<file path="config.mk">
export PLATFORM = sky130hd
export DESIGN_NAME = tpo_timed_pattern
export DESIGN_NICKNAME = d
export VERILOG_FILES = /design/src/tpo_pkg.sv /design/src/tpo_group.sv /design/src/tpo_timed_pattern.sv
export VERILOG_INCLUDE_DIRS = /design/src
export SDC_FILE = /design/constraint.sdc
export NUM_CORES = 1
export LEC_CHECK = 0
export ABC_AREA = 1
export BUFFER_PORTS_ARGS = -buffer_cell sky130_fd_sc_hd__buf_2
export CORE_ASPECT_RATIO = 1.1
export CORE_MARGIN = 2
export CORE_UTILIZATION = 42
export CTS_BUF_LIST = sky130_fd_sc_hd__clkbuf_4
export CTS_CLUSTER_DIAMETER = 100
export CTS_CLUSTER_SIZE = 30
export DETAILED_ROUTE_END_ITERATION = 10
export HOLD_SLACK_MARGIN = 0.15
export MAX_ROUTING_LAYER = met4
export PLACE_DENSITY = 0.79
export SETUP_SLACK_MARGIN = 0.2
export SKIP_LAST_GASP = 1
export SYNTH_ARGS = -nofsm -noshare
export SYNTH_HDL_FRONTEND = slang
export SYNTH_SLANG_ARGS = --single-unit
</file>
<file path="constraint.sdc">
create_clock -name clk_sys -period 1.4 [get_ports clk_sys]
set_clock_uncertainty 0.15 [all_clocks]
set_input_delay 0 -clock clk_sys [delete_from_list [all_inputs] [get_ports clk_sys]]
set_output_delay 0 -clock clk_sys [all_outputs]
set_load 0.005 [all_outputs]
</file>
<file path="src/tpo_defs.svh">
`ifndef TPO_DEFS_SVH
`define TPO_DEFS_SVH

// Widths of the pattern unit
`define TPO_NBITS      12
`define TPO_GRP_W      4
`define TPO_NGRP       3
`define TPO_NCH        4
`define TPO_SEL_W      2

// Field positions inside the packed configuration fields
`define TPO_SEL_POS(g) ((g) * 2)
`define TPO_NOV_POS(g) (g)
`define TPO_GRP_POS(g) ((g) * 4)

// Reset values
`define TPO_SEL_RST    6'h3F
`define TPO_NOV_RST    3'h0
`define TPO_DIR_RST    12'h000
`define TPO_EN_RST     12'h000
`define TPO_PORT_RST   12'h000
`define TPO_STG_RST    12'h000
`define TPO_RD_RST     12'h000

`endif

</file>
<file path="src/tpo_pkg.sv">
`include "tpo_defs.svh"

package tpo_pkg;

    // Pin function, coded as {next_enable_bit, port direction bit}
    typedef enum logic [1:0] {
        TPO_FN_INPUT     = 2'b00,
        TPO_FN_OUTPUT    = 2'b01,
        TPO_FN_LOCKED_IN = 2'b10,
        TPO_FN_PATTERN   = 2'b11
    } tpo_pin_fn_e;

    // Software configuration of the unit
    typedef struct packed {
        logic [`TPO_NBITS-1:0]            port_direction;
        logic [`TPO_NBITS-1:0]            next_enable;
        logic [`TPO_NGRP*`TPO_SEL_W-1:0]  trigger_select;
        logic [`TPO_NGRP-1:0]             nonoverlap;
    } tpo_cfg_s;

    // Per-channel events and modes from the integrated timer unit
    typedef struct packed {
        logic [`TPO_NCH-1:0] cmp_a;
        logic [`TPO_NCH-1:0] cmp_b;
        logic [`TPO_NCH-1:0] capt_a;
        logic [`TPO_NCH-1:0] capt_mode;
    } tpo_evt_s;

endpackage

</file>
<file path="src/tpo_group.sv">
`timescale 1ns/1ps

// Next value of one four-bit group of port data bits
module tpo_group (
    // Current and staged data
    input  wire logic [3:0] cur,
    input  wire logic [3:0] staged,
    // Trigger events of the selected channel
    input  wire logic       ev_a,
    input  wire logic       ev_b,
    input  wire logic       nov,
    // Software write of port data
    input  wire logic       wr,
    input  wire logic [3:0] wdata,
    input  wire logic [3:0] wmask,
    // Result
    output logic      [3:0] nxt
);

    // Match A overrides a software write in the same cycle; match B clears bits on top of it
    always_comb begin
        nxt = cur;
        if (wr) begin
            nxt = (cur & ~wmask) | (wdata & wmask);
        end
        if (ev_a) begin
            nxt = staged;
        end else if (nov && ev_b) begin
            nxt = nxt & staged;
        end
    end

endmodule

</file>
<file path="src/tpo_timed_pattern.sv">
`timescale 1ns/1ps
`include "tpo_defs.svh"

// Overview of operation
// - Pattern output whenever direction is 1; next enable does not gate the copy.
// - Once enabled, the pin first shows the current port data bit.
// - On the group's trigger, staged bits are copied into port data.
// - Enable/direction 00 input; 01 and 11 both pattern output, decoded alike.
// - Enable 1, direction 0: input, port bit read-only yet still copied.
// - If register A captures, the capture event replaces compare match A.
// - A pin claimed by timer or address output is not driven here.
// - Staged bits are copied on triggers even when the pin is claimed.
// - Non-overlapping mode copies all staged bits at compare match A.
// - Non-overlapping mode copies only zero staged bits at match B.
// - Two-bit select picks timer channel 0 to 3; channel 3 after reset.
// - Non-overlap bit 0 updates at match A; 1 splits ones and zeros.
module tpo_timed_pattern (
    // Clock and reset
    input  wire logic                      clk_sys,
    input  wire logic                      rst_n,
    // Configuration write and readback
    input  wire logic                      cfg_wr,
    input  wire tpo_pkg::tpo_cfg_s         cfg_wdata,
    output tpo_pkg::tpo_cfg_s              cfg,
    // Staged data and port data writes
    input  wire logic                      staged_wr,
    input  wire logic [`TPO_NBITS-1:0]     staged_wdata,
    input  wire logic                      port_wr,
    input  wire logic [`TPO_NBITS-1:0]     port_wdata,
    // Timer events
    input  wire tpo_pkg::tpo_evt_s         timer_evt,
    // Pin sharing with timer and address output
    input  wire logic [`TPO_NBITS-1:0]     pin_claimed,
    // Pins
    input  wire logic [`TPO_NBITS-1:0]     pin_in,
    output logic      [`TPO_NBITS-1:0]     pin_out,
    output logic      [`TPO_NBITS-1:0]     pin_oe_n,
    // Readback
    output logic      [`TPO_NBITS-1:0]     staged_value,
    output logic      [`TPO_NBITS-1:0]     port_value,
    output logic      [`TPO_NBITS-1:0]     port_read
);

    tpo_pkg::tpo_cfg_s       cfg_r;
    tpo_pkg::tpo_cfg_s       cfg_nxt;
    logic                    cfg_seen_r;
    logic                    cfg_seen_nxt;
    logic [`TPO_NBITS-1:0]   stg_r;
    logic [`TPO_NBITS-1:0]   stg_nxt;
    logic [`TPO_NBITS-1:0]   port_r;
    logic [`TPO_NBITS-1:0]   port_nxt;
    logic [`TPO_NBITS-1:0]   rd_r;
    logic [`TPO_NBITS-1:0]   rd_nxt;
    logic [`TPO_NGRP-1:0]    ev_a;
    logic [`TPO_NGRP-1:0]    ev_b;
    logic [`TPO_NBITS-1:0]   wmask;
    logic [`TPO_NBITS-1:0]   drive;

    // Picks the bit of one timer channel
    function automatic logic pick(input logic [`TPO_NCH-1:0] v,
                                  input logic [1:0]          ch);
        pick = v[ch];
    endfunction

    // Trigger events per group from its selected channel
    always_comb begin
        logic [1:0] ch;
        ch = 2'h0;
        ev_a = '0;
        ev_b = '0;
        for (int g = 0; g < `TPO_NGRP; g++) begin
            ch = cfg_r.trigger_select[`TPO_SEL_POS(g) +: `TPO_SEL_W];
            if (pick(timer_evt.capt_mode, ch)) begin
                ev_a[g] = pick(timer_evt.capt_a, ch);
            end else begin
                ev_a[g] = pick(timer_evt.cmp_a, ch);
            end
            // Match B only matters in non-overlapping mode
            ev_b[g] = cfg_r.nonoverlap[`TPO_NOV_POS(g)]
                      & pick(timer_evt.cmp_b, ch);
        end
    end

    // Pin function decode, write mask and read source
    always_comb begin
        tpo_pkg::tpo_pin_fn_e fn;
        fn = tpo_pkg::TPO_FN_INPUT;
        wmask = '0;
        drive = '0;
        rd_nxt = '0;
        for (int i = 0; i < `TPO_NBITS; i++) begin
            fn = tpo_pkg::tpo_pin_fn_e'({cfg_r.next_enable[i],
                                         cfg_r.port_direction[i]});
            case (fn)
                tpo_pkg::TPO_FN_INPUT: begin
                    wmask[i] = 1'b1;
                    rd_nxt[i] = pin_in[i];
                end
                tpo_pkg::TPO_FN_OUTPUT: begin
                    wmask[i] = 1'b1;
                    drive[i] = 1'b1;
                    rd_nxt[i] = port_r[i];
                end
                tpo_pkg::TPO_FN_LOCKED_IN: begin
                    wmask[i] = 1'b0;
                    rd_nxt[i] = pin_in[i];
                end
                tpo_pkg::TPO_FN_PATTERN: begin
                    wmask[i] = 1'b1;
                    drive[i] = 1'b1;
                    rd_nxt[i] = port_r[i];
                end
                default: begin
                    wmask[i] = 1'b1;
                    rd_nxt[i] = pin_in[i];
                end
            endcase
        end
    end

    // A claimed pin is released at once, without waiting a cycle
    assign pin_oe_n = ~(drive & ~pin_claimed);
    assign pin_out  = port_r;

    // Port data next value, one group at a time
    for (genvar g = 0; g < `TPO_NGRP; g++) begin : g_grp
        tpo_group u_grp (
            .cur    (port_r[`TPO_GRP_POS(g) +: `TPO_GRP_W]),
            .staged (stg_r[`TPO_GRP_POS(g) +: `TPO_GRP_W]),
            .ev_a   (ev_a[g]),
            .ev_b   (ev_b[g]),
            .nov    (cfg_r.nonoverlap[`TPO_NOV_POS(g)]),
            .wr     (port_wr),
            .wdata  (port_wdata[`TPO_GRP_POS(g) +: `TPO_GRP_W]),
            .wmask  (wmask[`TPO_GRP_POS(g) +: `TPO_GRP_W]),
            .nxt    (port_nxt[`TPO_GRP_POS(g) +: `TPO_GRP_W])
        );
    end

    // Configuration and staged data next values
    always_comb begin
        cfg_nxt = cfg_r;
        cfg_seen_nxt = cfg_seen_r;
        stg_nxt = stg_r;
        if (cfg_wr) begin
            cfg_nxt = cfg_wdata;
            cfg_seen_nxt = 1'b1;
        end
        // Overwriting staged data inside the margin is the user's hazard
        if (staged_wr) begin
            stg_nxt = staged_wdata;
        end
    end

    // State registers; port data ignores pin claims on purpose
    always_ff @(posedge clk_sys or negedge rst_n) begin
        if (!rst_n) begin
            cfg_r.port_direction <= `TPO_DIR_RST;
            cfg_r.next_enable    <= `TPO_EN_RST;
            cfg_r.trigger_select <= `TPO_SEL_RST;
            cfg_r.nonoverlap     <= `TPO_NOV_RST;
            cfg_seen_r           <= 1'b0;
            stg_r                <= `TPO_STG_RST;
            port_r               <= `TPO_PORT_RST;
            rd_r                 <= `TPO_RD_RST;
        end else begin
            cfg_r      <= cfg_nxt;
            cfg_seen_r <= cfg_seen_nxt;
            stg_r      <= stg_nxt;
            port_r     <= port_nxt;
            rd_r       <= rd_nxt;
        end
    end

    assign cfg          = cfg_r;
    assign staged_value = stg_r;
    assign port_value   = port_r;
    assign port_read    = rd_r;
endmodule

</file>
==> impl_metrics.json <==
{
  "cts_tree": "yes",
  "ys_seq_area_frac": 0.478,
  "synthDistinctLibCells": 18,
  "cts-root-buf": "clkbuf_4",
  "grt_use_total": 0.342,
  "gp_congestion": 0.940,
  "drtPass1Iterations": 5,
  "clk-insertion-delay-late_ns": 0.42,
  "min_path_type": "primary input to async pin",
  "worstPathMaxFanout": 6,
  "grt_pass1_vias": 5045,
  "clkTransAtPathRegs_ns": 0.14,
  "dr.first_iter.drc_count": 214,
  "fp-row-count": 35,
  "worstSetupStartpoint": "cfg[3]",
  "clock_sinks": 69,
  "violations": "negative hold slack, negative setup slack",
  "min_period_ns": 1.69,
  "p_per_area_nw_per_um2": 935,
  "die-area_um2": 9400,
  "fp.dieH_um": 101,
  "overflow": 0,
  "worst_ep_arrival_time_ns": 1.84,
  "fin_crit_sh": 1.21,
  "hold_violations": 39,
  "ys_seq_elements": 69,
  "instances_no_fill": 944,
  "cpPeakStageDelay_ns": 0.63,
  "cp-endpoint": "pin_out[1]",
  "wl_um": 16400,
  "start_kind": "flip-flop",
  "n_fill_cell": 519,
  "grt_setup_unrepaired": "true",
  "cp-end-kind": "flip-flop",
  "wl_per_cell_um": 17.4,
  "yosysWarnings": 0,
  "vias_per_cell": 5.08,
  "syn_avg_cell_area_um2": 7.62,
  "vias": 4798,
  "drcViolationCount": 0,
  "grt_pass1_wl_um": 24100,
  "grt_max_degree": 52,
  "syn-num-nets": 578,
  "drive_above_1_share": 0.409,
  "layout.nets": 928,
  "grt_antenna_before_repair": 1,
  "crit_top_cell": "nand2_1",
  "slew_headroom": 0.581,
  "worstPathCellList": "buf_4 -> nand2_1 -> nand2_1 -> nor2_1 -> nor2_2 -> a21oi_1 -> nand2_1 -> nand2_1",
  "holdWs_ns": -0.115,
  "ff2ff_path_depth": 8,
  "reg2reg_to": "pin_out[1]",
  "totalPowerFinal_mw": 6.27,
  "dp_hpwl_um": 7980,
  "antenna_left": 0,
  "area_growth_pct": 84.7,
  "final-setup-viol-count": 15,
  "synth_area_um2": 3630,
  "worst_path_dominant_cell_family": "flip-flops",
  "port_buffers": 194,
  "cp.required_ns": 1.55,
  "io_pins": 195,
  "critPathBufInv": 1,
  "fp.dieW_um": 92.6,
  "synth_cells": 476,
  "htreeDepth": 3,
  "cts_made_buffers": 9,
  "cp.depth": 8,
  "peakVddDrop_v": 0.000579,
  "finalWorstSetupSlack_ns": -0.291,
  "fmax_mhz": 592,
  "dpl_worst_slack_ns": -0.167,
  "core_area_um2": 8360,
  "cp_slowest_cell": "dfstp_2",
  "drv_cap": 0,
  "rrSetupSlack_ns": -0.29,
  "critical_path_class": "flip-flop to flip-flop",
  "r2r-start": "cfg[3]",
  "dp_cells": 771,
  "cts_max_path_buffers": 2,
  "slew_violations": 0,
  "tightest_slew_ns": 0.628,
  "start_util": 0.434,
  "p_leak_nw": 3.59,
  "status": "finished, violations left"
}
## sequential cells by signal, summed over array words and instances, names as in the netlist
name          cells
cfg              33
pin_out          12
port_read        12
staged_value     12
## per-stage QoR
stage | instance area (µm²) | hold slack, ns | util | setup TNS, ns
2_1_floorplan | 3640 | -0.446 | - | -0.00428
3_3_place_gp | 4720 | -0.207 | 0.565 | -1.05
3_5_place_dp | 4720 | -0.197 | 0.565 | -1.45
4_1_cts | 6530 | -0.130 | 0.781 | -1.94
5_1_grt | 6700 | -0.116 | 0.801 | -4.25
6_report | 6700 | -0.115 | 0.801 | -2.88
## report_power, final
part	internal (mW)	switching [mW]	total (mW)
clock	0.715	0.778	1.49
sequential	2.26	0.250	2.51
combinational	1.16	1.10	2.26
total	4.14	2.13	6.27
## cells in the final DEF, fill, tap and decap left out, types with 3 or more instances in the layout
| cell type | n |
|---|---|
| nand2_1 | 198 |
| buf_2 | 172 |
| dlygate4sd3_1 | 119 |
| dfrtp_1 | 63 |
| buf_6 | 40 |
| inv_1 | 37 |
| buf_4 | 32 |
| nand3_1 | 21 |
| o21ai_0 | 17 |
| mux2_2 | 15 |
| inv_2 | 14 |
| nand2_2 | 13 |
| or2_4 | 12 |
| a21oi_1 | 11 |
| o211ai_1 | 9 |
| o21ai_1 | 9 |
| clkbuf_4 | 9 |
| nand3_2 | 6 |
| dfstp_2 | 6 |
| nor2_1 | 4 |
| o21ai_2 | 4 |
| o21ai_4 | 3 |
## worst min path at each step
stage / slack [ns] / end / cells after the start / start
after CTS: -0.13 / cfg[4] / 3 / cfg_wr
after global routing: -0.12 / cfg[5] / 3 / cfg_wr
final: -0.11 / cfg[26] / 2 / rst_n
after global placement: -0.21 / cfg[2] / 1 / rst_n
after detailed placement: -0.20 / cfg[2] / 1 / rst_n
after floorplan: -0.45 / cfg[0] / 0 / rst_n
## cells in the mapped netlist (all sizes together)
| cell | n | area [µm²] |
|---|---|---|
| nand2 | 211 | 795 |
| dfrtp | 63 | 1580 |
| inv | 52 | 195 |
| o21ai | 33 | 176 |
| nand3 | 27 | 135 |
| buf | 22 | 163 |
| mux2 | 15 | 169 |
| a21oi | 12 | 60.1 |
| or2 | 12 | 75.1 |
| o211ai | 9 | 67.6 |
| nor2 | 8 | 35.0 |
| clkbuf | 6 | 22.5 |
| dfstp | 6 | 158 |
## routing by layer
layer  up-vias  global-route usage  part of all wire
li1       2189                   -                 -
met1      2260               0.325              0.34
met2       256               0.615              0.53
met3        93              0.0714             0.062
met4         0               0.239             0.065
met5         -                   -                 0
## cell families after synthesis
group | share of synthesized area
AND/OR/NAND/NOR | 0.287
buffers and inverters | 0.105
multiplexers | 0.0466
flip-flops | 0.478
AO/OA/AOI/OAI | 0.0838
## what timing repair did
item                                    CTS  global route
endpoints found under the setup margin   31            78
pin swaps                                12            21
setup buffers                            22            11
hold buffers                            130             1
gates resized for setup                  53            57
gates cloned                              1             0
hold endpoints to repair                150            59
## worst register-to-register path, stage by stage (launching register included)
cell and delay (ns):
dfstp_2 0.63, buf_4 0.14, nand2_1 0.06, nand2_1 0.08, nor2_1 0.06, nor2_2 0.21
a21oi_1 0.10, nand2_1 0.07, nand2_1 0.06
## area by class of cell
cell class              instances  area (µm²)  share of cell area
clock buffers                   9        67.6              0.0101
well taps                     111         139              0.0207
inverters                      52         198              0.0295
repair buffers                367        2810               0.419
multi-input cells             327        1660               0.248
flip-flops and latches         69        1730               0.259
clock inverters                 7        90.1              0.0134
diodes                          2        5.00            0.000747
Power figures use the tool's default switching activity.
